File: src/include/pmpc_defines.vh
`ifndef PMPC_DEFINES_VH
`define PMPC_DEFINES_VH

// Register byte offsets (word aligned)
`define PMPC_OFF_PERMIT     8'h00
`define PMPC_OFF_REQUEST    8'h04
`define PMPC_OFF_STATUS     8'h08
`define PMPC_OFF_EVENT      8'h0C

// Permission register fields
`define PMPC_BIT_VLP        5
`define PMPC_BIT_LLS        3
`define PMPC_BIT_VLLS       1
`define PMPC_PERMIT_MASK    8'h2A

// Request register fields
`define PMPC_RUN_MODE_SELECT_HI        6
`define PMPC_RUN_MODE_SELECT_LO        5
`define PMPC_BIT_ABORT      3
`define PMPC_STOP_MODE_SELECT_HI       2
`define PMPC_STOP_MODE_SELECT_LO       0

// Run mode encodings
`define PMPC_RUN_NORMAL     2'h0
`define PMPC_RUN_VLP        2'h2

// Stop mode encodings
`define PMPC_STOP_NORMAL    3'h0
`define PMPC_STOP_VLP       3'h2
`define PMPC_STOP_LLS       3'h3
`define PMPC_STOP_VLLS      3'h4

// One-hot status codes
`define PMPC_STAT_RUN       8'h01
`define PMPC_STAT_STOP      8'h02
`define PMPC_STAT_VERY_LOW_POWER_RUN      8'h04
`define PMPC_STAT_VERY_LOW_POWER_WAIT      8'h08
`define PMPC_STAT_VERY_LOW_POWER_STOP      8'h10
`define PMPC_STAT_LLS       8'h20
`define PMPC_STAT_VLLS      8'h40

// AHB codes
`define PMPC_HTRANS_NONSEQ  2'h2
`define PMPC_HRESP_OKAY     1'b0
`define PMPC_HRESP_ERROR    1'b1

`endif

File: src/hw/pmpc_top.v
// Decided for this implementation: the placing of the registers and register access over AHB-Lite.
`timescale 1ns/1ps
`include "pmpc_defines.vh"
// Overview of operation
// - Permission register writable once per system reset
// - Refused mode requests keep the present mode
// - Permission register cleared by chip reset
// - Bit 5 permits very-low-power run/wait/stop
// - Bit 3 permits low-leakage stop
// - Bit 1 permits all very-low-leakage submodes
// - Reserved bits read zero, not writable
// - Request register cleared by power-on reset, stop-mode field also by first permission write
// - Run-mode field bits 6-5 requests run mode
// - Run-mode writes blocked without matching permission
// - Run-mode field cleared on exit to run
// - Abort flag shows previous stop entry aborted
// - Abort flag cleared at entry, set on abort
// - Stop-mode field bits 2-0 selects stop mode
// - One-hot read-only status shows current mode
// - User-mode writes blocked with bus error
module pmpc_top (
    // Clock, enable and resets
    input  wire        clk_sys,
    input  wire        clk_en,
    input  wire        arst_n,
    input  wire        chip_rst_n,
    // AHB-Lite slave
    input  wire        hsel,
    input  wire [7:0]  haddr,
    input  wire [1:0]  htrans,
    input  wire        hwrite,
    input  wire [2:0]  hsize,
    input  wire [3:0]  hprot,
    input  wire [31:0] hwdata,
    input  wire        hready,
    output reg  [31:0] hrdata,
    output reg         hreadyout,
    output reg         hresp,
    // Sequencer handshake (same clock domain)
    input  wire        stop_entry_start,
    input  wire        stop_entry_abort,
    input  wire        stop_entry_done,
    input  wire        run_mode_reached,
    input  wire        wake_to_run,
    input  wire        wait_entry,
    // Mode outputs
    output reg  [7:0]  power_mode_status,
    output reg  [1:0]  run_mode_select,
    output reg  [2:0]  stop_mode_select,
    output reg         stop_permitted
);

    // Bus phase states; the two error states give the two-cycle
    // error response of the AHB-Lite bus
    localparam ST_IDLE = 2'b00;
    localparam ST_ERR1 = 2'b01;
    localparam ST_ERR2 = 2'b10;

    // Permission register and write-once lock
    reg  [7:0] perm_r;                 // Permission bits
    reg        perm_lock_r;            // Set after first write
    // Request register fields
    reg  [1:0] run_mode_select_r;                 // Run-mode request
    reg  [2:0] stop_mode_select_r;                // Stop-mode request
    reg        abort_r;                // Stop abort flag
    reg  [7:0] stat_r;                 // One-hot current mode
    // Bus pipeline
    reg  [1:0] state_r;                // Error response sequencer
    reg        wr_pend_r;              // Write data phase pending
    reg  [7:0] wr_addr_r;              // Latched write address
    // Reset-request synchroniser for the chip reset pin
    reg  [1:0] chip_sync_r;            // Two-flop synchroniser

    // Address phase decode; only NONSEQ is a real transfer, so IDLE
    // and BUSY cycles neither read nor write anything
    wire       xfer     = hsel & hready & (htrans == `PMPC_HTRANS_NONSEQ);
    // Privileged accesses carry hprot bit 1 set
    wire       priv     = hprot[1];
    // User writes are refused; privileged writes open a data phase
    wire       user_wr  = xfer & hwrite & ~priv;
    wire       good_wr  = xfer & hwrite & priv;
    // Data phase strobes, one per writable register
    wire       wr_perm  = wr_pend_r & (wr_addr_r == `PMPC_OFF_PERMIT);
    wire       wr_req   = wr_pend_r & (wr_addr_r == `PMPC_OFF_REQUEST);
    // Chip reset request, read only from the second stage
    wire       chip_ok  = chip_sync_r[1];

    // Requested field values from the write data; taken in the data
    // phase, never from the address phase
    wire [1:0] run_mode_select_w   = hwdata[`PMPC_RUN_MODE_SELECT_HI:`PMPC_RUN_MODE_SELECT_LO];
    wire [2:0] stop_mode_select_w  = hwdata[`PMPC_STOP_MODE_SELECT_HI:`PMPC_STOP_MODE_SELECT_LO];

    // Permission check for a run request
    reg        run_mode_select_ok;
    always @* begin
        // Reserved codes fall through and stay refused
        run_mode_select_ok = 1'b0;
        // Normal run is always allowed
        if (run_mode_select_w == `PMPC_RUN_NORMAL) begin
            run_mode_select_ok = 1'b1;
        end else if (run_mode_select_w == `PMPC_RUN_VLP) begin
            run_mode_select_ok = perm_r[`PMPC_BIT_VLP];
        end
    end

    // Permission check for a stop selection
    reg        stop_mode_select_ok;
    always @* begin
        // Reserved stop codes fall through and stay refused
        stop_mode_select_ok = 1'b0;
        if (stop_mode_select_w == `PMPC_STOP_NORMAL) begin
            stop_mode_select_ok = 1'b1;
        end else if (stop_mode_select_w == `PMPC_STOP_VLP) begin
            stop_mode_select_ok = perm_r[`PMPC_BIT_VLP];
        end else if (stop_mode_select_w == `PMPC_STOP_LLS) begin
            stop_mode_select_ok = perm_r[`PMPC_BIT_LLS];
        end else if (stop_mode_select_w == `PMPC_STOP_VLLS) begin
            stop_mode_select_ok = perm_r[`PMPC_BIT_VLLS];
        end
    end

    // Permission check for the stop code already held; a chip reset may
    // clear permission while the request register keeps a low-power code
    reg        stop_mode_select_cur_ok;
    always @* begin
        stop_mode_select_cur_ok = 1'b0;
        if (stop_mode_select_r == `PMPC_STOP_NORMAL) begin
            stop_mode_select_cur_ok = 1'b1;
        end else if (stop_mode_select_r == `PMPC_STOP_VLP) begin
            stop_mode_select_cur_ok = perm_r[`PMPC_BIT_VLP];
        end else if (stop_mode_select_r == `PMPC_STOP_LLS) begin
            stop_mode_select_cur_ok = perm_r[`PMPC_BIT_LLS];
        end else if (stop_mode_select_r == `PMPC_STOP_VLLS) begin
            stop_mode_select_cur_ok = perm_r[`PMPC_BIT_VLLS];
        end
    end

    // Read data mux, decoded in the address phase
    reg  [7:0] rd_byte;
    always @* begin
        // Unmapped offsets read zero
        rd_byte = 8'h00;
        if (haddr == `PMPC_OFF_PERMIT) begin
            rd_byte = perm_r & `PMPC_PERMIT_MASK;
        end else if (haddr == `PMPC_OFF_REQUEST) begin
            rd_byte = {1'b0, run_mode_select_r, 1'b0, abort_r, stop_mode_select_r};
        end else if (haddr == `PMPC_OFF_STATUS) begin
            rd_byte = stat_r;
        end
    end

    // Chip reset pin synchroniser; both stages start low, so the
    // permission register is also cleared after power-on
    always @(posedge clk_sys or negedge arst_n) begin
        if (!arst_n) begin
            chip_sync_r <= 2'b00;
        end else if (clk_en) begin
            chip_sync_r <= {chip_sync_r[0], chip_rst_n};
        end
    end

    // Permission register: cleared on power-on and chip reset
    always @(posedge clk_sys or negedge arst_n) begin
        if (!arst_n) begin
            perm_r      <= 8'h00;
            perm_lock_r <= 1'b0;
        end else if (clk_en) begin
            // Chip reset request clears permission and reopens the lock
            if (!chip_ok) begin
                perm_r      <= 8'h00;
                perm_lock_r <= 1'b0;
            end else if (wr_perm && !perm_lock_r) begin
                // First write only; later ones still answer OKAY
                // but change nothing until the next chip reset
                perm_r      <= hwdata[7:0] & `PMPC_PERMIT_MASK;
                perm_lock_r <= 1'b1;
            end
        end
    end

    // Request register and mode status: power-on reset only
    always @(posedge clk_sys or negedge arst_n) begin
        if (!arst_n) begin
            run_mode_select_r  <= `PMPC_RUN_NORMAL;
            stop_mode_select_r <= `PMPC_STOP_NORMAL;
            abort_r <= 1'b0;
            stat_r  <= `PMPC_STAT_RUN;
        end else if (clk_en) begin
            // Run-mode field; exit to run wins over a request
            // written in the same cycle
            if (wake_to_run) begin
                run_mode_select_r <= `PMPC_RUN_NORMAL;
            end else if (wr_req && run_mode_select_ok) begin
                run_mode_select_r <= run_mode_select_w;
            end
            // Stop-mode field; reserved codes leave it as is
            // A first permission write clears the field
            if (wr_perm && !perm_lock_r) begin
                stop_mode_select_r <= `PMPC_STOP_NORMAL;
            end else if (wr_req && stop_mode_select_ok) begin
                stop_mode_select_r <= stop_mode_select_w;
            end
            // Abort flag: abort (set) wins over entry start (clear)
            // Both pulses come from the sequencer on this clock
            if (stop_entry_abort) begin
                abort_r <= 1'b1;
            end else if (stop_entry_start) begin
                abort_r <= 1'b0;
            end
            // One-hot mode tracking
            // Exit to run overrides every other event
            if (wake_to_run) begin
                stat_r <= `PMPC_STAT_RUN;
            end else if (stop_entry_done) begin
                // Permission may be lost since the code was written;
                // a refused entry leaves the mode as it is
                if (!stop_mode_select_cur_ok) begin
                    stat_r <= stat_r;
                end else if (stop_mode_select_r == `PMPC_STOP_VLP) begin
                    stat_r <= `PMPC_STAT_VERY_LOW_POWER_STOP;
                end else if (stop_mode_select_r == `PMPC_STOP_LLS) begin
                    stat_r <= `PMPC_STAT_LLS;
                end else if (stop_mode_select_r == `PMPC_STOP_VLLS) begin
                    stat_r <= `PMPC_STAT_VLLS;
                end else begin
                    stat_r <= `PMPC_STAT_STOP;
                end
            end else if (wait_entry && stat_r == `PMPC_STAT_VERY_LOW_POWER_RUN) begin
                // Wait is entered only from low-power run
                stat_r <= `PMPC_STAT_VERY_LOW_POWER_WAIT;
            end else if (run_mode_reached) begin
                // Sequencer reports arrival at requested run mode; a
                // low-power code held without permission counts as run
                if (run_mode_select_r == `PMPC_RUN_VLP && perm_r[`PMPC_BIT_VLP]) begin
                    stat_r <= `PMPC_STAT_VERY_LOW_POWER_RUN;
                end else begin
                    stat_r <= `PMPC_STAT_RUN;
                end
            end
        end
    end

    // AHB-Lite slave: zero-wait reads, one-cycle write commit
    always @(posedge clk_sys or negedge arst_n) begin
        if (!arst_n) begin
            state_r   <= ST_IDLE;
            wr_pend_r <= 1'b0;
            wr_addr_r <= 8'h00;
            hrdata    <= 32'h0000_0000;
            hreadyout <= 1'b1;
            hresp     <= `PMPC_HRESP_OKAY;
        end else if (clk_en) begin
            // Write strobe lasts one data phase only
            wr_pend_r <= 1'b0;
            case (state_r)
                // Last error cycle also takes the next address phase, so a
                // pipelined master loses no transfer after an error
                ST_IDLE, ST_ERR2: begin
                    state_r   <= ST_IDLE;
                    hresp     <= `PMPC_HRESP_OKAY;
                    hreadyout <= 1'b1;
                    if (user_wr) begin
                        // First error cycle: not ready
                        state_r   <= ST_ERR1;
                        hreadyout <= 1'b0;
                        hresp     <= `PMPC_HRESP_ERROR;
                    end else if (good_wr) begin
                        // Commit waits for hwdata in the data phase
                        wr_pend_r <= 1'b1;
                        wr_addr_r <= haddr;
                    end else if (xfer) begin
                        // Reads answer with zero wait states
                        hrdata <= {24'h00_0000, rd_byte};
                    end
                end
                ST_ERR1: begin
                    // Second error cycle: ready
                    state_r   <= ST_ERR2;
                    hreadyout <= 1'b1;
                end
                // Unused code returns to idle
                default: begin
                    state_r <= ST_IDLE;
                end
            endcase
        end
    end

    // Mode outputs toward the sequencer
    // Registered copies keep every top output straight from a flip-flop
    always @(posedge clk_sys or negedge arst_n) begin
        if (!arst_n) begin
            power_mode_status <= `PMPC_STAT_RUN;
            run_mode_select   <= `PMPC_RUN_NORMAL;
            stop_mode_select  <= `PMPC_STOP_NORMAL;
            stop_permitted    <= 1'b1;
        end else if (clk_en) begin
            power_mode_status <= stat_r;
            run_mode_select   <= run_mode_select_r;
            stop_mode_select  <= stop_mode_select_r;
            stop_permitted    <= stop_mode_select_cur_ok;
        end
    end

endmodule

File: config.mk
export PLATFORM = sky130hd
export DESIGN_NAME = pmpc_top
export DESIGN_NICKNAME = d
export VERILOG_FILES = /design/src/hw/pmpc_top.v
export VERILOG_INCLUDE_DIRS = /design/src /design/src/include
export SDC_FILE = /design/constraint.sdc
export NUM_CORES = 1
export LEC_CHECK = 0
export BUFFER_PORTS_ARGS = -buffer_cell sky130_fd_sc_hd__buf_2
export CAP_MARGIN = 20
export CORE_UTILIZATION = 33
export CTS_CLUSTER_DIAMETER = 150
export DETAILED_ROUTE_END_ITERATION = 16
export SYNTH_ARGS = -nofsm -noshare
export SYNTH_HDL_FRONTEND = slang
export SYNTH_SLANG_ARGS = --single-unit
File: constraint.sdc
create_clock -name clk_sys -period 2.3 [get_ports clk_sys]
set_clock_uncertainty 0.2 [all_clocks]
set_input_delay 0.46 -clock clk_sys [delete_from_list [all_inputs] [get_ports clk_sys]]
set_output_delay 0.46 -clock clk_sys [all_outputs]
set_load 0.01 [all_outputs]
==> metrics.txt <==
Combinational Power Share 11.3%; vias 1841; initial antenna violation count 0; Critical Setup Path Class flop to flop; Die Y 90.1 um; Hold Slack 0.143 ns; post-synth top area cell dfrtp_1; Post-synth top cells dfrtp_1, buf_4, mux2_2; internal power 0.00131 W; Critical Path Start Type flop; Routed WL 5.46 mm; sequential cell area fraction in the yosys report 51.0%; die area 8120 um2; share of cells above drive strength 1 32.4%; drc violations 0; Leak 1.44 nW; CTS tree done; Post-CTS Resized 0; Net Sw Frac 25.2%; Layout Area Growth over Synthesis 15.8%; CP arrival 2.13 ns; Inserted Diodes 0; Clock transition at path regs 0.09 ns; DRT met1 WL 2.61 mm; post-layout min period 2.13 ns; Tcrit/Tclk final 92.5%; worst skew pair latency 0.30 ns; starting density of the core 34.8%; unrepaired setup endpoints after global routing false; sw power 0.000439 W; drt first pass iters 4; syn_area_per_cell 11.2 um2; total CTS buffers 5; Synth area leaders dfrtp_1, mux2_2, buf_4; Setup Fix Bufs, Post-CTS 0; clk buf depth 2; f_max 470 MHz; total core area 7370 um2; drt wl/cell 14.3 um; Yosys cell types 44; register share of total power 56.5%; metal2 WL 2.49 mm; I/O pins 110; Crit path largest cell delay 0.47 ns; Final TNS setup 0 ns; Crit Path Max Fanout 7; critical path data required time 2.30 ns; Slew @ Worst Pin 0.665 ns; Top Metal Used met4; largest net degree at the start of global routing 53; GR Overflow Total 0; predominant post-synthesis flop cell dfrtp_1; Syn Inst Count 228; Post-synth EDFFs 0; vias in the first global route 1838; Yosys reg bits 52; DP HPWL 3.94 mm; Worst IR Drop VDD 0.330 mV; asr flop ratio synth 100%; gpl congestion 0.771; worst hold path class input port to flop; Buffers on Ports 51; DR WL met3 286 um; Final Hold Viols 0; Synth Cell Area 2560 um2; max_cap viols 0; status finished clean; Clock power frac 32.2%; crit end category flop; first-pass GRT wire length 9.05 mm; max-slew violation count 0; most frequent cell after synthesis dfrtp_1; crit path cell chain nor4b_1 > a2111oi_0 > a311o_1 > a22o_1; Antenna Nets Post-Route 0; Synth top area share 46.9%; endpoints failing setup 0; # rows 31; H-tree levels 2; Via-to-Cell Ratio 4.81; Iter 0 DRT Violations 96; die width 90.1 um; Root Buffer clkbuf_8; Critical Path Slowest Stage Cell nor4b_1; Final #Nets 346; PD cells 588 nW/um2; clock sinks 52; Max-slew headroom 54.5%; Total GRT Usage 14.0%; warning count from the yosys run 0
-- path summary, 6_finish.rpt --
kind	from	endpoint	slack (ns)	cells after the start
max	stat_r[5]	stat_r[2]	0.17	4
min	hprot[1]	hresp	0.14	2
max reg2reg	stat_r[5]	stat_r[2]	0.17	4
min reg2reg	state_r[1]	state_r[1]	0.28	1
max in group asynchronous	arst_n	hreadyout	1.14	3
min in group asynchronous	arst_n	hrdata[3]	0.47	3
-- timing repair --
action | 4_1_cts | 5_1_grt
hold buffers | 1 | 0
setup endpoints to repair | 0 | 0
hold endpoints to repair | 48 | 0
-- critical path: cells and delay by family, from the launching register on --
kind	cells	cell delay (ns)
and+or+nand+nor	1	0.47
DFF	1	0.44
AOI/OAI and AO/OA	3	0.92
-- cells by family after synthesis --
kind of cell           synth area share (%)
DFF                                    51.0
other                                 0.146
muxes                                  10.8
and+or+nand+nor                        13.1
AOI/OAI and AO/OA                      15.2
buffers and inverters                  9.81
-- power by group through the flow --
| stage | registers (W) | clock network, W | logic, W |
|---|---|---|---|
| floorplan | 0.000998 | 0 | 0.000142 |
| global placement | 0.00100 | 0 | 0.000194 |
| detailed placement | 0.00100 | 0 | 0.000199 |
| CTS | 0.000984 | 0.000583 | 0.000200 |
| global route | 0.000991 | 0.000609 | 0.000221 |
| finish | 0.000985 | 0.000562 | 0.000197 |
-- per-stage QoR --
step	power, W	std cells	instance area, um2	utilization (%)	worst slack [ns]
after floorplan	0.00114	253	2660	-	0.323
after global placement	0.00119	375	2860	38.8	0.134
after detailed placement	0.00120	375	2860	38.8	0.125
after CTS	0.00177	383	2970	40.3	0.187
after global routing	0.00182	383	2970	40.3	0.0277
final	0.00174	383	2970	40.3	0.172
-- registers in the layout, indices dropped and copies added, names as in the netlist --
| name | count |
|---|---|
| abort_r | 1 |
| chip_sync_r | 2 |
| hrdata | 7 |
| hreadyout | 1 |
| hresp | 1 |
| perm_lock_r | 1 |
| perm_r | 3 |
| power_mode_status | 7 |
| run_mode_select | 2 |
| run_mode_select_r | 2 |
| stat_r | 7 |
| state_r | 2 |
| stop_mode_select | 3 |
| stop_mode_select_r | 3 |
| stop_permitted | 1 |
| wr_addr_r | 8 |
| wr_pend_r | 1 |
-- cells in the final DEF (no fill, tap or decap), types with 2 or more instances in the layout --
cell type and count:
a21o_1 2, a31o_2 2, buf_4 3, and2_1 2, and4b_1 2, o31ai_1 8, conb_1 26, buf_2 51
nor3b_1 2, nand2b_1 3, inv_1 9, nor3_1 3, nand2_1 19, clkbuf_8 7, mux2i_1 4, dfrtp_1 48
a22o_1 7, o2bb2ai_1 3, nor4b_1 2, a311o_1 2, a22oi_1 4, a32o_1 2, dfstp_2 4, nor2_1 11
nand4b_1 2, a2111oi_0 2, a21oi_1 7, mux2_2 21, o21ai_0 4, nor2b_1 6
-- final cells by class --
cell class                      count  area (um2)
Multi-Input combinational cell    160        1100
Fill cell                         771        4400
Tap cell                           99         124
Timing Repair Buffer               56         308
Inverter                            9        33.8
Clock buffer                        7        96.3
Sequential cell                    52        1310
-- metal layers --
metal | track usage [%] | vias up
li1 | - | 885
met1 | 19.3 | 887
met2 | 21.4 | 61
met3 | 3.38 | 8
met4 | 5.24 | 0
met5 | 0 | -
Power figures use the tool's default switching activity.
